===== src/ast_pkg.sv =====
/*
 * ast_pkg: shared constants and carrier types for the serial transceiver.
 * assumes a single system clock; all timing is in system clock cycles.
 */
`default_nettype none
package ast_pkg;
   // ************************************************************
   // ***** counts and reset values
   // ************************************************************
   localparam int AST_OVS = 16;          // receive samples per bit
   localparam int AST_OVS_MID = 8;       // sample taken mid-bit
   localparam int AST_BREAK_BITS = 13;   // break length in bit periods
   localparam int AST_ABD_EDGES = 5;     // falling edges of a 0x55 sync
   localparam int AST_ABD_RISE = 5;      // rising edges of a 0x55 sync
   localparam logic [15:0] AST_DIV_RST = 16'h0000;
   localparam logic [1:0] AST_RX_FIFO_DEPTH = 2'h2;

   // ************************************************************
   // ***** carriers
   // ************************************************************
   typedef struct packed {
      logic [8:0] data;     // nine bits, bit 8 unused for 8-bit frames
      logic brk;            // send a 13-bit break instead of data
   } ast_tx_word_t;

   typedef struct packed {
      logic [8:0] data;
      logic frame_err;      // stop bit read at space
   } ast_rx_word_t;

   typedef struct packed {
      logic enable;         // port on (divider, tx, rx, pin enables); wake and auto baud ignore it
      logic tx_en;
      logic rx_en;
      logic nine_bit;
      logic sync_mode;      // half-duplex synchronous
      logic sync_master;
      logic clk_pol;        // clock polarity (sync) / tx invert (async)
      logic div16;          // 16-bit divider, else 8-bit
      logic addr_det;       // drop 9-bit characters whose bit 8 is clear
      logic auto_baud;      // measure next sync character
      logic wake_en;        // wake on any falling edge of the rx line
   } ast_cfg_t;
endpackage : ast_pkg
`default_nettype wire


===== src/ast_baud_gen.sv =====
/*
 * ast_baud_gen: shared baud divider giving a 16x sample tick.
 * assumes divisor is held steady by the top while the port runs.
 */
`default_nettype none
module ast_baud_gen
   import ast_pkg::*;
(
   input wire logic clk,
   input wire logic rst,
   input wire logic run,
   input wire logic div16,
   input wire logic [15:0] divisor,
   output logic tick
);
   logic [15:0] cnt_reg, cnt_next;
   logic tick_reg, tick_next;
   logic [15:0] limit;

   // 8-bit mode ignores the upper divisor byte
   assign limit = div16 ? divisor : {8'h00, divisor[7:0]};
   assign tick = tick_reg;

   always_comb begin
      cnt_next = cnt_reg;
      tick_next = 1'b0;
      if (!run) begin
         cnt_next = '0;
      end else if (cnt_reg >= limit) begin
         cnt_next = '0;
         tick_next = 1'b1;
      end else begin
         cnt_next = cnt_reg + 16'h0001;
      end
   end

   always_ff @(posedge clk or posedge rst) begin
      if (rst) begin
         cnt_reg <= '0;
         tick_reg <= 1'b0;
      end else begin
         cnt_reg <= cnt_next;
         tick_reg <= tick_next;
      end
   end
endmodule : ast_baud_gen
`default_nettype wire


===== src/ast_fifo.sv =====
/*
 * ast_fifo: small parameterised first-in first-out buffer.
 * assumes the user holds data stable while in_valid waits for in_ready.
 */
`default_nettype none
module ast_fifo
   import ast_pkg::*;
#(
   parameter int WIDTH = 10,
   parameter int DEPTH = 8
) (
   input wire logic clk,
   input wire logic rst,
   input wire logic in_valid,
   output logic in_ready,
   input wire logic [WIDTH-1:0] in_data,
   output logic out_valid,
   input wire logic out_ready,
   output logic [WIDTH-1:0] out_data
);
   localparam int AW = $clog2(DEPTH);
   logic [WIDTH-1:0] mem_reg [DEPTH];
   logic [AW-1:0] wr_reg, wr_next, rd_reg, rd_next;
   logic [AW:0] cnt_reg, cnt_next;
   logic push, pop;

   // ************************************************************
   // ***** pointers
   // ************************************************************
   assign push = in_valid && in_ready;
   assign pop = out_valid && out_ready;
   assign in_ready = (cnt_reg != (AW+1)'(DEPTH));
   assign out_valid = (cnt_reg != '0);
   assign out_data = mem_reg[rd_reg];

   // next pointers wrap explicitly so depth need not be a power of two
   always_comb begin
      wr_next = wr_reg;
      rd_next = rd_reg;
      cnt_next = cnt_reg;
      if (push) begin
         wr_next = (wr_reg == AW'(DEPTH-1)) ? '0 : wr_reg + 1'b1;
      end
      if (pop) begin
         rd_next = (rd_reg == AW'(DEPTH-1)) ? '0 : rd_reg + 1'b1;
      end
      if (push && !pop) begin
         cnt_next = cnt_reg + 1'b1;
      end else if (pop && !push) begin
         cnt_next = cnt_reg - 1'b1;
      end
   end

   always_ff @(posedge clk or posedge rst) begin
      if (rst) begin
         wr_reg <= '0;
         rd_reg <= '0;
         cnt_reg <= '0;
      end else begin
         wr_reg <= wr_next;
         rd_reg <= rd_next;
         cnt_reg <= cnt_next;
      end
   end

   // storage has no reset; only entries counted valid are ever read
   always_ff @(posedge clk) begin
      if (push) begin
         mem_reg[wr_reg] <= in_data;
      end
   end
endmodule : ast_fifo
`default_nettype wire


===== src/ast_top.sv =====
/*
 * ast_top: asynchronous / synchronous serial transceiver.
 * assumes control inputs are synchronous to CLK_SYS and held steady
 * while characters are in flight; the pins are resolved by the bench.
 */
`default_nettype none
module ast_top
   import ast_pkg::*;
#(
   parameter int TX_FIFO_DEPTH = 8
) (
   input wire logic CLK_SYS,
   input wire logic RST,
   input wire ast_cfg_t CFG,
   input wire logic [15:0] DIVISOR,
   input wire logic TX_VALID,
   output logic TX_READY,
   input wire ast_tx_word_t TX_WORD,
   output logic RX_VALID,
   input wire logic RX_READY,
   output ast_rx_word_t RX_WORD,
   output logic RX_OVERRUN,
   input wire logic RX_OVERRUN_CLR,
   output logic TX_SHIFT_EMPTY,
   output logic WAKE,
   output logic [15:0] BAUD_MEASURED,
   output logic BAUD_DONE,
   input wire logic CK_IN,
   output logic CK_OUT,
   output logic CK_OE,
   input wire logic DT_IN,
   output logic DT_OUT,
   output logic DT_OE,
   output logic TX_INTERNAL
);
   typedef enum {TX_IDLE, TX_START, TX_DATA, TX_STOP, TX_BRK} ast_tx_st_t;
   typedef enum {RX_IDLE, RX_START, RX_DATA, RX_STOP} ast_rx_st_t;

   // ************************************************************
   // ***** baud tick and transmit buffer
   // ************************************************************
   logic tick;
   logic hb_valid, hb_ready;
   logic tx_take;
   ast_tx_word_t hb_word;

   ast_baud_gen u_baud (
      .clk(CLK_SYS),
      .rst(RST),
      .run(CFG.enable),
      .div16(CFG.div16),
      .divisor(DIVISOR),
      .tick(tick)
   );

   // the fifo is the holding buffer, so bursts of up to TX_FIFO_DEPTH do
   // not stall the writer; its head entry loads the shift register directly
   ast_fifo #(.WIDTH($bits(ast_tx_word_t)), .DEPTH(TX_FIFO_DEPTH)) u_txq (
      .clk(CLK_SYS),
      .rst(RST),
      .in_valid(TX_VALID),
      .in_ready(hb_ready),
      .in_data(TX_WORD),
      .out_valid(hb_valid),
      .out_ready(tx_take),
      .out_data(hb_word)
   );

   // ************************************************************
   // ***** transmitter
   // ************************************************************
   ast_tx_st_t tx_st_reg, tx_st_next;
   logic [8:0] tsr_reg, tsr_next;        // tx_shift_register
   logic [3:0] tx_sub_reg, tx_sub_next;  // 16x ticks within a bit
   logic [3:0] tx_bit_reg, tx_bit_next;
   logic tx_line_reg, tx_line_next;
   logic tx_bit_end;

   assign tx_bit_end = tick && (tx_sub_reg == 4'(AST_OVS-1));
   // a held character is taken on the cycle the stop bit ends; from idle
   // the load waits for a tick so the start bit is not cut short by the
   // free-running divider phase
   assign tx_take = hb_valid && CFG.enable && CFG.tx_en &&
      ((tx_st_reg == TX_IDLE && tick) ||
       (tx_st_reg == TX_STOP && tx_bit_end));

   always_comb begin
      tx_st_next = tx_st_reg;
      tsr_next = tsr_reg;
      tx_sub_next = tx_sub_reg;
      tx_bit_next = tx_bit_reg;
      tx_line_next = tx_line_reg;
      if (tick) begin
         tx_sub_next = tx_sub_reg + 4'h1;
      end
      unique case (tx_st_reg)
         TX_IDLE: begin
            tx_line_next = 1'b1;
         end
         TX_START: begin
            if (tx_bit_end) begin
               tx_st_next = TX_DATA;
               tx_line_next = tsr_reg[0];
               tsr_next = {1'b0, tsr_reg[8:1]};
               tx_bit_next = 4'h1;
            end
         end
         TX_DATA: begin
            if (tx_bit_end) begin
               if (tx_bit_reg == (CFG.nine_bit ? 4'h9 : 4'h8)) begin
                  tx_st_next = TX_STOP;
                  tx_line_next = 1'b1;
               end else begin
                  tx_line_next = tsr_reg[0];
                  tsr_next = {1'b0, tsr_reg[8:1]};
                  tx_bit_next = tx_bit_reg + 4'h1;
               end
            end
         end
         TX_BRK: begin
            if (tx_bit_end) begin
               tx_bit_next = tx_bit_reg + 4'h1;
               if (tx_bit_reg == 4'(AST_BREAK_BITS-1)) begin
                  tx_st_next = TX_STOP;
                  tx_line_next = 1'b1;
               end
            end
         end
         TX_STOP: begin
            if (tx_bit_end) begin
               tx_st_next = TX_IDLE;
            end
         end
      endcase
      // loading restarts the bit timer so the start bit is full length
      if (tx_take) begin
         tsr_next = hb_word.data;
         tx_sub_next = '0;
         tx_bit_next = '0;
         tx_line_next = 1'b0;
         tx_st_next = hb_word.brk ? TX_BRK : TX_START;
      end
   end

   always_ff @(posedge CLK_SYS or posedge RST) begin
      if (RST) begin
         tx_st_reg <= TX_IDLE;
         tsr_reg <= '0;
         tx_sub_reg <= '0;
         tx_bit_reg <= '0;
         tx_line_reg <= 1'b1;
      end else begin
         tx_st_reg <= tx_st_next;
         tsr_reg <= tsr_next;
         tx_sub_reg <= tx_sub_next;
         tx_bit_reg <= tx_bit_next;
         tx_line_reg <= tx_line_next;
      end
   end

   // ************************************************************
   // ***** receiver
   // ************************************************************
   ast_rx_st_t rx_st_reg, rx_st_next;
   logic [8:0] rsr_reg, rsr_next;        // rx_shift_register
   logic [3:0] rx_sub_reg, rx_sub_next;
   logic [3:0] rx_bit_reg, rx_bit_next;
   logic rx_prev_reg, rx_prev_next;
   logic ovr_reg, ovr_next;
   logic rx_push;
   ast_rx_word_t rx_push_word;
   logic rxq_ready;
   logic rx_in;
   logic rx_mid;

   // in sync mode the data pin is shared; async reads the same pin
   assign rx_in = DT_IN;
   assign rx_mid = tick && (rx_sub_reg == 4'(AST_OVS_MID-1));

   always_comb begin
      rx_st_next = rx_st_reg;
      rsr_next = rsr_reg;
      rx_sub_next = rx_sub_reg;
      rx_bit_next = rx_bit_reg;
      rx_prev_next = rx_in;
      ovr_next = ovr_reg && !RX_OVERRUN_CLR;
      rx_push = 1'b0;
      rx_push_word = '0;
      if (tick) begin
         rx_sub_next = rx_sub_reg + 4'h1;
      end
      unique case (rx_st_reg)
         RX_IDLE: begin
            if (CFG.enable && CFG.rx_en && !CFG.sync_mode &&
                rx_prev_reg && !rx_in) begin
               rx_st_next = RX_START;
               rx_sub_next = '0;
            end
         end
         RX_START: begin
            if (rx_mid) begin
               // a glitch shorter than half a bit is ignored
               rx_st_next = rx_in ? RX_IDLE : RX_DATA;
               rx_bit_next = '0;
               rx_sub_next = '0;
            end
         end
         RX_DATA: begin
            if (tick && rx_sub_reg == 4'(AST_OVS-1)) begin
               rsr_next = CFG.nine_bit ? {rx_in, rsr_reg[8:1]}
                                       : {1'b0, rx_in, rsr_reg[7:1]};
               rx_bit_next = rx_bit_reg + 4'h1;
               if (rx_bit_reg == (CFG.nine_bit ? 4'h8 : 4'h7)) begin
                  rx_st_next = RX_STOP;
               end
            end
         end
         RX_STOP: begin
            if (tick && rx_sub_reg == 4'(AST_OVS-1)) begin
               rx_st_next = RX_IDLE;
               rx_push_word.data = rsr_reg;
               rx_push_word.frame_err = !rx_in;
               // 9-bit address mode keeps only characters with bit 8 set
               if (!(CFG.nine_bit && CFG.addr_det && !rsr_reg[8])) begin
                  rx_push = 1'b1;
                  if (!rxq_ready) begin
                     ovr_next = 1'b1;
                  end
               end
            end
         end
      endcase
   end

   always_ff @(posedge CLK_SYS or posedge RST) begin
      if (RST) begin
         rx_st_reg <= RX_IDLE;
         rsr_reg <= '0;
         rx_sub_reg <= '0;
         rx_bit_reg <= '0;
         rx_prev_reg <= 1'b1;
         ovr_reg <= 1'b0;
      end else begin
         rx_st_reg <= rx_st_next;
         rsr_reg <= rsr_next;
         rx_sub_reg <= rx_sub_next;
         rx_bit_reg <= rx_bit_next;
         rx_prev_reg <= rx_prev_next;
         ovr_reg <= ovr_next;
      end
   end

   // two-character receive buffer; a push while full is dropped
   ast_fifo #(.WIDTH($bits(ast_rx_word_t)),
              .DEPTH(int'(AST_RX_FIFO_DEPTH))) u_rxq (
      .clk(CLK_SYS),
      .rst(RST),
      .in_valid(rx_push),
      .in_ready(rxq_ready),
      .in_data(rx_push_word),
      .out_valid(RX_VALID),
      .out_ready(RX_READY),
      .out_data(RX_WORD)
   );

   // ************************************************************
   // ***** auto baud, wake, pins
   // ************************************************************
   logic [15:0] ab_cnt_reg, ab_cnt_next;
   logic [2:0] ab_fall_reg, ab_fall_next;
   logic ab_done_reg, ab_done_next;
   logic [15:0] ab_val_reg, ab_val_next;
   logic wake_reg, wake_next;
   logic ck_reg, ck_next, ckoe_reg, ckoe_next, dtoe_reg, dtoe_next;
   logic txo_reg, txo_next;

   // sync char 0x55 gives five falling edges spanning eight bits;
   // divisor = cycles / (8 bits * 16 samples) - 1
   always_comb begin
      ab_cnt_next = ab_cnt_reg;
      ab_fall_next = ab_fall_reg;
      ab_done_next = 1'b0;
      ab_val_next = ab_val_reg;
      if (!CFG.auto_baud) begin
         ab_fall_next = '0;
         ab_cnt_next = '0;
      end else begin
         if (ab_fall_reg != 3'h0 && ab_cnt_reg != 16'hffff) begin
            ab_cnt_next = ab_cnt_reg + 16'h0001;
         end
         if (rx_prev_reg && !rx_in) begin
            ab_fall_next = ab_fall_reg + 3'h1;
            if (ab_fall_reg == 3'(AST_ABD_EDGES-1)) begin
               // the count misses the edge cycle itself, so add it back
               ab_val_next = ((ab_cnt_reg + 16'h0001) >> 7) - 16'h0001;
               ab_done_next = 1'b1;
               ab_fall_next = '0;
               ab_cnt_next = '0;
            end
         end
      end
      // wake holds until the line returns to mark after any falling edge
      wake_next = wake_reg;
      if (CFG.wake_en && rx_prev_reg && !rx_in) begin
         wake_next = 1'b1;
      end else if (!CFG.wake_en || rx_in) begin
         wake_next = wake_reg && CFG.wake_en && !rx_in;
      end
      // sync master: clock from tick, data driven only while sending
      ck_next = CFG.clk_pol ^ (CFG.sync_mode && tx_sub_reg[3]);
      ckoe_next = CFG.enable && (!CFG.sync_mode || CFG.sync_master);
      dtoe_next = CFG.enable && CFG.sync_mode && (tx_st_reg != TX_IDLE);
      txo_next = tx_line_reg ^ (CFG.clk_pol && !CFG.sync_mode);
   end

   always_ff @(posedge CLK_SYS or posedge RST) begin
      if (RST) begin
         ab_cnt_reg <= '0;
         ab_fall_reg <= '0;
         ab_done_reg <= 1'b0;
         ab_val_reg <= AST_DIV_RST;
         wake_reg <= 1'b0;
         ck_reg <= 1'b0;
         ckoe_reg <= 1'b0;
         dtoe_reg <= 1'b0;
         txo_reg <= 1'b1;
      end else begin
         ab_cnt_reg <= ab_cnt_next;
         ab_fall_reg <= ab_fall_next;
         ab_done_reg <= ab_done_next;
         ab_val_reg <= ab_val_next;
         wake_reg <= wake_next;
         ck_reg <= ck_next;
         ckoe_reg <= ckoe_next;
         dtoe_reg <= dtoe_next;
         txo_reg <= txo_next;
      end
   end

   // async: tx line on the clock pin; sync: serial data on data pin
   assign CK_OUT = CFG.sync_mode ? ck_reg : txo_reg;
   assign CK_OE = ckoe_reg;
   assign DT_OUT = txo_reg;
   assign DT_OE = dtoe_reg;
   assign TX_INTERNAL = txo_reg;
   assign TX_READY = hb_ready;
   assign RX_OVERRUN = ovr_reg;
   assign TX_SHIFT_EMPTY = (tx_st_reg == TX_IDLE);
   assign WAKE = wake_reg;
   assign BAUD_MEASURED = ab_val_reg;
   assign BAUD_DONE = ab_done_reg;
   // tx and rx machines share only the tick and format
   // no parity logic exists; bit 8 passes through untouched
endmodule : ast_top
`default_nettype wire


===== config.mk =====
export PLATFORM = sky130hd
export DESIGN_NAME = ast_top
export DESIGN_NICKNAME = d
export VERILOG_FILES = /design/src/ast_pkg.sv /design/src/ast_baud_gen.sv /design/src/ast_fifo.sv /design/src/ast_top.sv
export SDC_FILE = /design/constraint.sdc
export NUM_CORES = 1
export LEC_CHECK = 0
export BUFFER_PORTS_ARGS = -buffer_cell sky130_fd_sc_hd__buf_2
export CORE_ASPECT_RATIO = 0.5
export CORE_UTILIZATION = 55
export CTS_BUF_LIST = sky130_fd_sc_hd__clkbuf_16
export CTS_CLUSTER_DIAMETER = 120
export DETAILED_ROUTE_END_ITERATION = 6
export PLACE_DENSITY = 0.74
export SLEW_MARGIN = 20
export SYNTH_ARGS = -nofsm -noshare
export SYNTH_HDL_FRONTEND = slang
export SYNTH_SLANG_ARGS = --single-unit

===== constraint.sdc =====
create_clock -name CLK_SYS -period 7.5 [get_ports CLK_SYS]
set_input_delay 1.5 -clock CLK_SYS [delete_from_list [all_inputs] [get_ports CLK_SYS]]
set_output_delay 1.5 -clock CLK_SYS [all_outputs]
set_load 0.005 [all_outputs]

# == Word-level counts from Yosys, hierarchy flattened ==
# Memories as Yosys holds them, arrays and structs flattened.
# Cells that the tools add are included.
# W data, S select, Z words.
# word_totals
in_bits,44
ramBits,100
n_memories,2
reg_bits,173
wordCells,237
# classes
eq_ne,33
bitwise,2
n_reduce_logical,70
add_sub_neg,16
n_lt_le_gt_ge,1
mux,85
# memory_table
memory,words,width,rd,rd_ports_with_merged_regs,wr,line,rtl
u_txq.mem_reg,8,10,1,0,1,ast_fifo.sv:22,logic [WIDTH-1:0] mem_reg [DEPTH];
u_rxq.mem_reg,2,10,1,0,1,ast_fifo.sv:22,
# op_table
operator,n
$mux W32,12
$pmux W32 S4,2
$eq A32 B2 Y1 const B,4
$mux W16,7
$logic_not A32 Y1,3
$eq A32 B1 Y1 const B,2
$eq A32 B3 Y1 const B,2
$mux W4,15
$mux W9,5
$logic_and A1 B1 Y1,34
$add A16 B1 Y16 const B,2
$reduce_bool A32 Y1,1
$mux W1,28
$ne A3 B2 Y1 const B,7
$add A4 B1 Y4 const B,5
$mux W10,2
$mux W3,6
$pmux W9 S2,1
$ge A16 B16 Y1,1
$ne A16 B16 Y1 const B,1
$pmux W4 S2,2
$reduce_and A5 Y1,3
$eq A4 B4 Y1 const B,3
$ne A2 B2 Y1 const B,6
25 further kinds,53

# == Logic depth before layout (Yosys ltp) ==
# Gate-level depths: netlist of the first run.
# logic_depth
ltp_word,10
depth_mapped,14
depth_no_buf,13

# == Cells and area by module ==
# A second synthesis of the first run with hierarchy kept.
# unflattened
hier_cells,829
area_unflattened_um2,10329.9
# by_module_without_submodules
module,area_per_inst_um2,seq_area_each_um2,instances,cells_per_inst
ast_top,4444.3,1930.6,1,466
ast_fifo (u_txq),3772.4,2652.5,1,181
ast_baud_gen,1177.4,425.4,1,132
ast_fifo (u_rxq),935.9,700.7,1,50

# == Least setup slack after synthesis of the first run ==
# No wires, ideal clock.
# synth_timing
path_kind,input to register
from,input CFG[9] (netlist bit)
to,register u_txq.cnt_reg[3]
path_buffers,1
slack_ns,4.136
arrival_time_ns,3.239
setup_time_ns,0.125
cell_stages,12
cell_sequence,nand4_2 -> o21ba_4 -> inv_2 -> buf_4 -> ha_1 -> inv_1 -> ha_1 -> a21o_2 -> a21oi_1 -> xnor2_1 -> nor2_1 -> xor2_1
# synth_between
elab_chain_len,6
elab_cells_between_ends,8
cone_classes,mux: 1; reduce/logical: 7
# synth_rtl
item,line,rtl
from (decl),ast_top.sv:14,"input wire ast_cfg_t CFG,"
$logic_and A1 B1 Y1 * (2 in a row),ast_top.sv:83,assign tx_take = hb_valid && CFG.enable && CFG.tx_en &&
$logic_and A1 B1 Y1 *,ast_fifo.sv:31,assign pop = out_valid && out_ready;
$logic_not A1 Y1,ast_fifo.sv:47,if (push && !pop) begin
$logic_and A1 B1 Y1,ast_fifo.sv:47,
$mux W4 / $reduce_bool A2 Y1 (equally long branches),--,
to (signal assigned),ast_fifo.sv:62,cnt_reg <= cnt_next;
to (decl),ast_fifo.sv:24,"logic [AW:0] cnt_reg, cnt_next;"
# Every way passes the cells marked *; elsewhere a longest branch is shown, timed or not.
# A chain may end at the register's enable or synchronous reset.

# == Worst setup path after layout of the first run ==
# layout_timing
from,input CFG[6] (netlist bit)
to,output CK_OUT
# layout_between
elab_chain_len,1
# layout_rtl
item,line,rtl
$mux W1,ast_top.sv:341,assign CK_OUT = CFG.sync_mode ? ck_reg : txo_reg;
to (decl),ast_top.sv:29,"output logic CK_OUT,"
# No other way between the ends.

==> metrics.txt, run 1 <==
critical path class input port to primary output; total die area 18570 um^2; setup TNS 0 ps; grt ovf 0; total track usage about 20%; io pins 81; PostCTS Resize Cnt 0; vias in the first global route 6035; Num CTS Buffers 19; async set-or-reset flop fraction in the synthesized netlist 51.92%; Hold Crit Class flip-flop to flip-flop; maximum vdd drop 0.1753 mV; Slew headroom 26.70%; diode count 0; share of cells above drive strength 1 23.07%; Seq cells post-synth about 210; Post-Synthesis Mean Instance Area 12.64 um^2; Clk Latency, worst-skew pair 500 ps; FP Rows 34; Gate Count Post-Synth 783; vias per cell between 5 and 6; Crit Path Max Fanout 6; max reg flops 80; H-tree levels 1; most frequent CP cell buf_2; HPWL Detailed between 10000 and 15000 um; Max Fclk 278.5 MHz; slowest stage cell on the critical path mux2_2; clk_skew 19.84 ps; final worst path period need 3590 ps; final setup fails 0; synth unique cells 68; fin util 63.68%; via count 6034; Primary FF master, synth dfrtp_1; Syn-to-layout area delta 12.49%; Worst Path Required 6000 ps; status complete, no violations; YS warnings 0; Initial DRC Count around 280; DIE HEIGHT 96.86 um; Final nets 933; sequence of cells on the critical path buf_2 > mux2_2 > buf_2; Final Hold Fails 0; crit-path max cell delay roughly 330 ps; largest net degree at the start of global routing 57; CTS clk-pin slew, worst paths ~70 ps; CTS tree yes; most common cell in the netlist dfrtp_1; CTS Hold Buffers Added 0; mapped cell area 9898 um^2; Die Wd 191.7 um; Core Area 17480 um^2; drt total wl about 18000 um; DRT Pass-1 Iters 4; syn nets 862; Max Slew Vio Count 0; Setup crit end kind primary output; routed len/inst 16.13 um; Tcrit/Tclk final 47.87%; post-synthesis sequential area ratio 57.68%; Final ANT Viol Nets 0; IO buf count 79; initial antenna violation count 1; Initial Utilization 56.61%; fillcell total 1339; Worst Setup Start Kind input port; P_leak 4.696 nW; CP top delay family multiplexers; DRC 0; buffer and inverter count on the worst path 2; setup bufs post-CTS 0; MaxCap Viol Count 0; Slew @ Worst Pin 1096 ps; root buf cell clkbuf_16; RSZ-0062 raised after global routing no; first-pass GRT wire length approximately 30000 um; number of synthesized flops with an enable pin 100; area leader, netlist edfxtp_1; clk buf depth 3; most instantiated cells after synthesis 105 x dfrtp_1, 100 x edfxtp_1, 79 x nand2_1, 71 x nor2_1; post-synth top area share 30.34%; crit path DAT 2090 ps; PwrDens 266.4 nW/um^2; most area-consuming cells after synthesis edfxtp_1 30%, dfrtp_1 27%, mux4_2 4.6%; Num Clock Sinks 208; Placer Congestion 0.8386
## power by group
group	switching, mW	internal, mW
sequential	0.104	1.33
combinational	0.241	0.233
clock	0.422	0.639
total	0.767	2.20
## layout by cell type, fill, tap and decap left out, drive strengths merged, types with 4 or more instances in the layout
cell	instances
nand2b	6
dfrtp	105
and3	16
nand3	16
o21ai	30
nand4	19
o31ai	5
nor3	15
clkinv	6
buf	85
a21oi	14
nand2	79
bufinv	5
mux2	36
and4	4
clkbuf	19
xor2	34
edfxtp	100
nor2	71
a21o	9
mux4	20
mux2i	15
xnor2	31
ha	34
nor4	4
nor2b	9
and2	4
inv	32
## per-layer routing
layer,track usage (%),up-vias,share of wire [%]
li1,-,2950,-
met1,28.65,2982,47
met2,33.10,82,49
met3,3.628,18,3.4
met4,3.602,2,1.1
met5,0,-,0.073
## worst reg2reg max path: stages, from the launching register on
cell     delay (ps)
dfrtp_1         590
nand4_1         380
nor2_1          240
o21ba_4         260
inv_2           220
ha_1            290
inv_1           120
ha_1            240
a21o_2          190
a21oi_1         160
xnor2_1         130
nor2_1           70
xor2_1          140
## worst paths after layout
check / cells past startpoint / from / endpoint / slack [ps]
setup / recovery: 3 / CFG[6] / CK_OUT / 3910
hold / removal: 2 / BAUD_MEASURED[7] / BAUD_MEASURED[7] / 480
setup reg to reg: 12 / u_baud.tick / u_txq.cnt_reg[3] / 4350
hold reg to reg: 2 / BAUD_MEASURED[7] / BAUD_MEASURED[7] / 480
max in group asynchronous: 3 / RST / u_txq.rd_reg[0] / 5210
min in group asynchronous: 2 / RST / ab_cnt_reg[0] / 1100
## final cells by class
cell class              count  area (um^2)  area share [%]
repair buffers             85        440.4           3.956
well taps                 234        292.8           2.630
inverters                  28        107.6          0.9664
flip-flops and latches    208         5709           51.28
clock inverters            15        206.4           1.854
multi-input cells         512         3902           35.05
clock buffers              19        475.5           4.270
## cell families (layout without fill, tap and decap cells)
group,Yosys count,in the layout,share of synthesized area [%]
xor gates and xnor gates,65,65,5.752
muxes,71,71,10.16
buffers and inverters,63,147,3.337
DFF,208,208,57.68
adders and majority gates,35,35,4.500
AOI/OAI and AO/OA,81,81,5.499
and+or+nand+nor,260,260,13.07
## per-stage QoR
step	worst slack [ps]	area [um^2]	power (mW)	hold slack, ps	instances
3_3_place_gp	3736	10430	1.896	459.4	1066
5_1_grt	3875	11130	3.117	507.8	1101
4_1_cts	3908	11130	2.998	485.0	1101
2_1_floorplan	3159	9898	1.772	447.4	783
3_5_place_dp	3680	10450	1.929	470.1	1067
6_report	3910	11130	2.967	476.5	1101
(Power assumes the default switching activity.)
==> run 2, diff against run 1 <==
==> constraint.sdc (replaced) <==
create_clock -name CLK_SYS -period 3.5 [get_ports CLK_SYS]
set_input_delay 0.7 -clock CLK_SYS [delete_from_list [all_inputs] [get_ports CLK_SYS]]
set_output_delay 0.7 -clock CLK_SYS [all_outputs]
set_load 0.005 [all_outputs]
==> run 2 against run 1 <==
First-iteration DRC count shrank 6.4%. Flip-flop and latch count stayed put. Utilization is essentially flat. Critical path type is now flip-flop to flip-flop.
==> metrics.txt, run 2 (synthesis gave the netlist of run 1 again) <==
Num Clock Sinks 208 (unchanged); setup TNS 0 ps (unchanged); MaxCap Viol Count 0 (unchanged); routed len/inst 15.74 um (-2.4%); most frequent cells in the layout 105 x dfrtp_1, 100 x edfxtp_1, 79 x nand2_1, 79 x buf_2, 71 x nor2_1; HPWL Detailed 11530 um (-0.29%); DP Area 10520 um^2 (+0.66%); DRT Pass-1 Iters 5 (+1); setup bufs post-CTS 0 (unchanged); Top Layer Used met4; Final Hold Fails 0 (unchanged); IO buf count 79 (unchanged); Initial Utilization 56.61% (unchanged); RSZ-0062 raised after global routing no; CTS tree yes; final hold slack 209.8 ps (-266.7 ps); via count 6011 (-0.38%); commonest non-fill, non-tap cell in the layout dfrtp_1; fin area 11130 um^2 (about the same); Die Wd 191.7 um (unchanged); Initial DRC Count 265 (-6.4%); final worst slack 620.1 ps (-3290 ps); Core Area 17480 um^2 (unchanged); fillcell total 1330 (-0.67%); Placer Congestion 0.8170 (-2.6%); total track usage 19.85% (-0.39 points); met2 WL 8151 um (-5.6%); Clk Latency, worst-skew pair 480 ps (-20 ps); Hold Crit Class input port to asynchronous set/reset pin; routed metal-1 wire length 8440 um (+1.6%); PostCTS Resize Cnt 0 (unchanged); vias per cell 5.406 (-1.4%); Num CTS Buffers 19 (unchanged); Worst Path Required 3860 ps (-2140 ps); clk_skew 7.520 ps (-12.32 ps); DRC 0 (unchanged); P_leak 4.725 nW (+0.62%); CTS clk-pin slew, worst paths 60 ps (about the same); grt ovf 0 (unchanged); PwrDens 544.4 nW/um^2 (+100%); FP Rows 34 (unchanged); Crit Path Max Fanout 12 (+6); share of cells above drive strength 1 22.67% (-0.40 points); Worst Setup Start Kind flip-flop; routed wl met3 629 um (+3.1%); CTS Hold Buffers Added 0 (unchanged); clk buf depth 3 (unchanged); Setup crit end kind flip-flop; drt total wl 17510 um (-1.4%); first-pass GRT wire length 29460 um (-2.1%); root buf cell clkbuf_16; Tcrit/Tclk final 82.28%; status complete, no violations; maximum vdd drop 0.3430 mV (+96%); H-tree levels 1 (unchanged); critical path class flip-flop to flip-flop; Slew headroom 34.54% (+7.8 points); DIE HEIGHT 96.86 um (unchanged); Final ANT Viol Nets 0 (unchanged); vias in the first global route 6004 (-0.51%); initial antenna violation count 1 (unchanged); Syn-to-layout area delta 12.43% (about the same); Max Fclk between 300 and 400 MHz; Placement Setup Slack 571.5 ps (-3108 ps); crit path DAT 3240 ps (+1150 ps); Max Slew Vio Count 0 (unchanged); final worst path period need 2880 ps; largest net degree at the start of global routing 47 (-18%); final setup fails 0 (unchanged); Slew @ Worst Pin 974.6 ps (-120.9 ps); max reg flops 80 (unchanged); total die area 18570 um^2 (unchanged); Final nets 945 (+1.3%); io pins 81 (unchanged); diode count 0 (unchanged)
==> run 2: cell count changes in the layout (fill, tap and decap cells not counted), sizes merged <==
cell,previous run,this run
buf,85,97
bufinv,5,2
clkinv,6,5
clkinvlp,0,1
inv,32,34
==> run 2: path summary, 6_finish.rpt <==
path / startpoint / endpoint / slack [ps] / cells after the start
max: u_baud.tick / u_txq.cnt_reg[3] / 620 / 12
min: RST / u_baud.cnt_reg[15] / 210 / 2
max reg2reg: u_baud.tick / u_txq.cnt_reg[3] / 620 / 12
min reg2reg: BAUD_MEASURED[5] / BAUD_MEASURED[5] / 480 / 2
max in group asynchronous: RST / tx_line_reg / 2680 / 3
min in group CLK_SYS: DT_IN / rx_prev_reg / 410 / 1
==> run 2: layout make-up <==
type / count / area (um^2) / area share (%)
flip-flops and latches: 208 / 5709 / 51.30
repair buffers: 97 / 555.5 / 4.992
clock inverters: 14 / 106.4 / 0.9557
multi-input cells: 512 / 3880 / 34.87
clock buffers: 19 / 475.5 / 4.273
well taps: 234 / 292.8 / 2.631
inverters: 28 / 108.9 / 0.9782
==> run 2: critical path: stages (launching register included) <==
cell and delay [ps]:
dfrtp_1 600, nand4_1 370, nor2_1 220, o21ba_4 250
inv_2 60, ha_1 220, inv_1 110, ha_1 240
a21o_2 190, a21oi_1 170, xnor2_1 140, nor2_1 60
xor2_1 140
==> run 2: layer usage <==
metal  GRT usage [%]  up-vias
met4           4.335        0
met3           3.701       23
met1           27.82     2930
li1                -     2967
met2           32.35       91
met5               0        -
==> run 2: power by group <==
group	internal [mW]	leakage (nW)	switching, mW
logic	0.520	2.09	0.506
registers	2.84	2.33	0.211
clock network	1.13	0.310	0.851
==> run 2: metrics by stage <==
step / util [%] / total power, mW / std cells
global route: 63.65 / 6.374 / 1112
floorplan: - / 3.797 / 783
finish: 63.65 / 6.058 / 1112
CTS: 63.49 / 6.121 / 1110
detailed placement: 60.16 / 4.136 / 1077
global placement: 60.16 / 4.084 / 1077
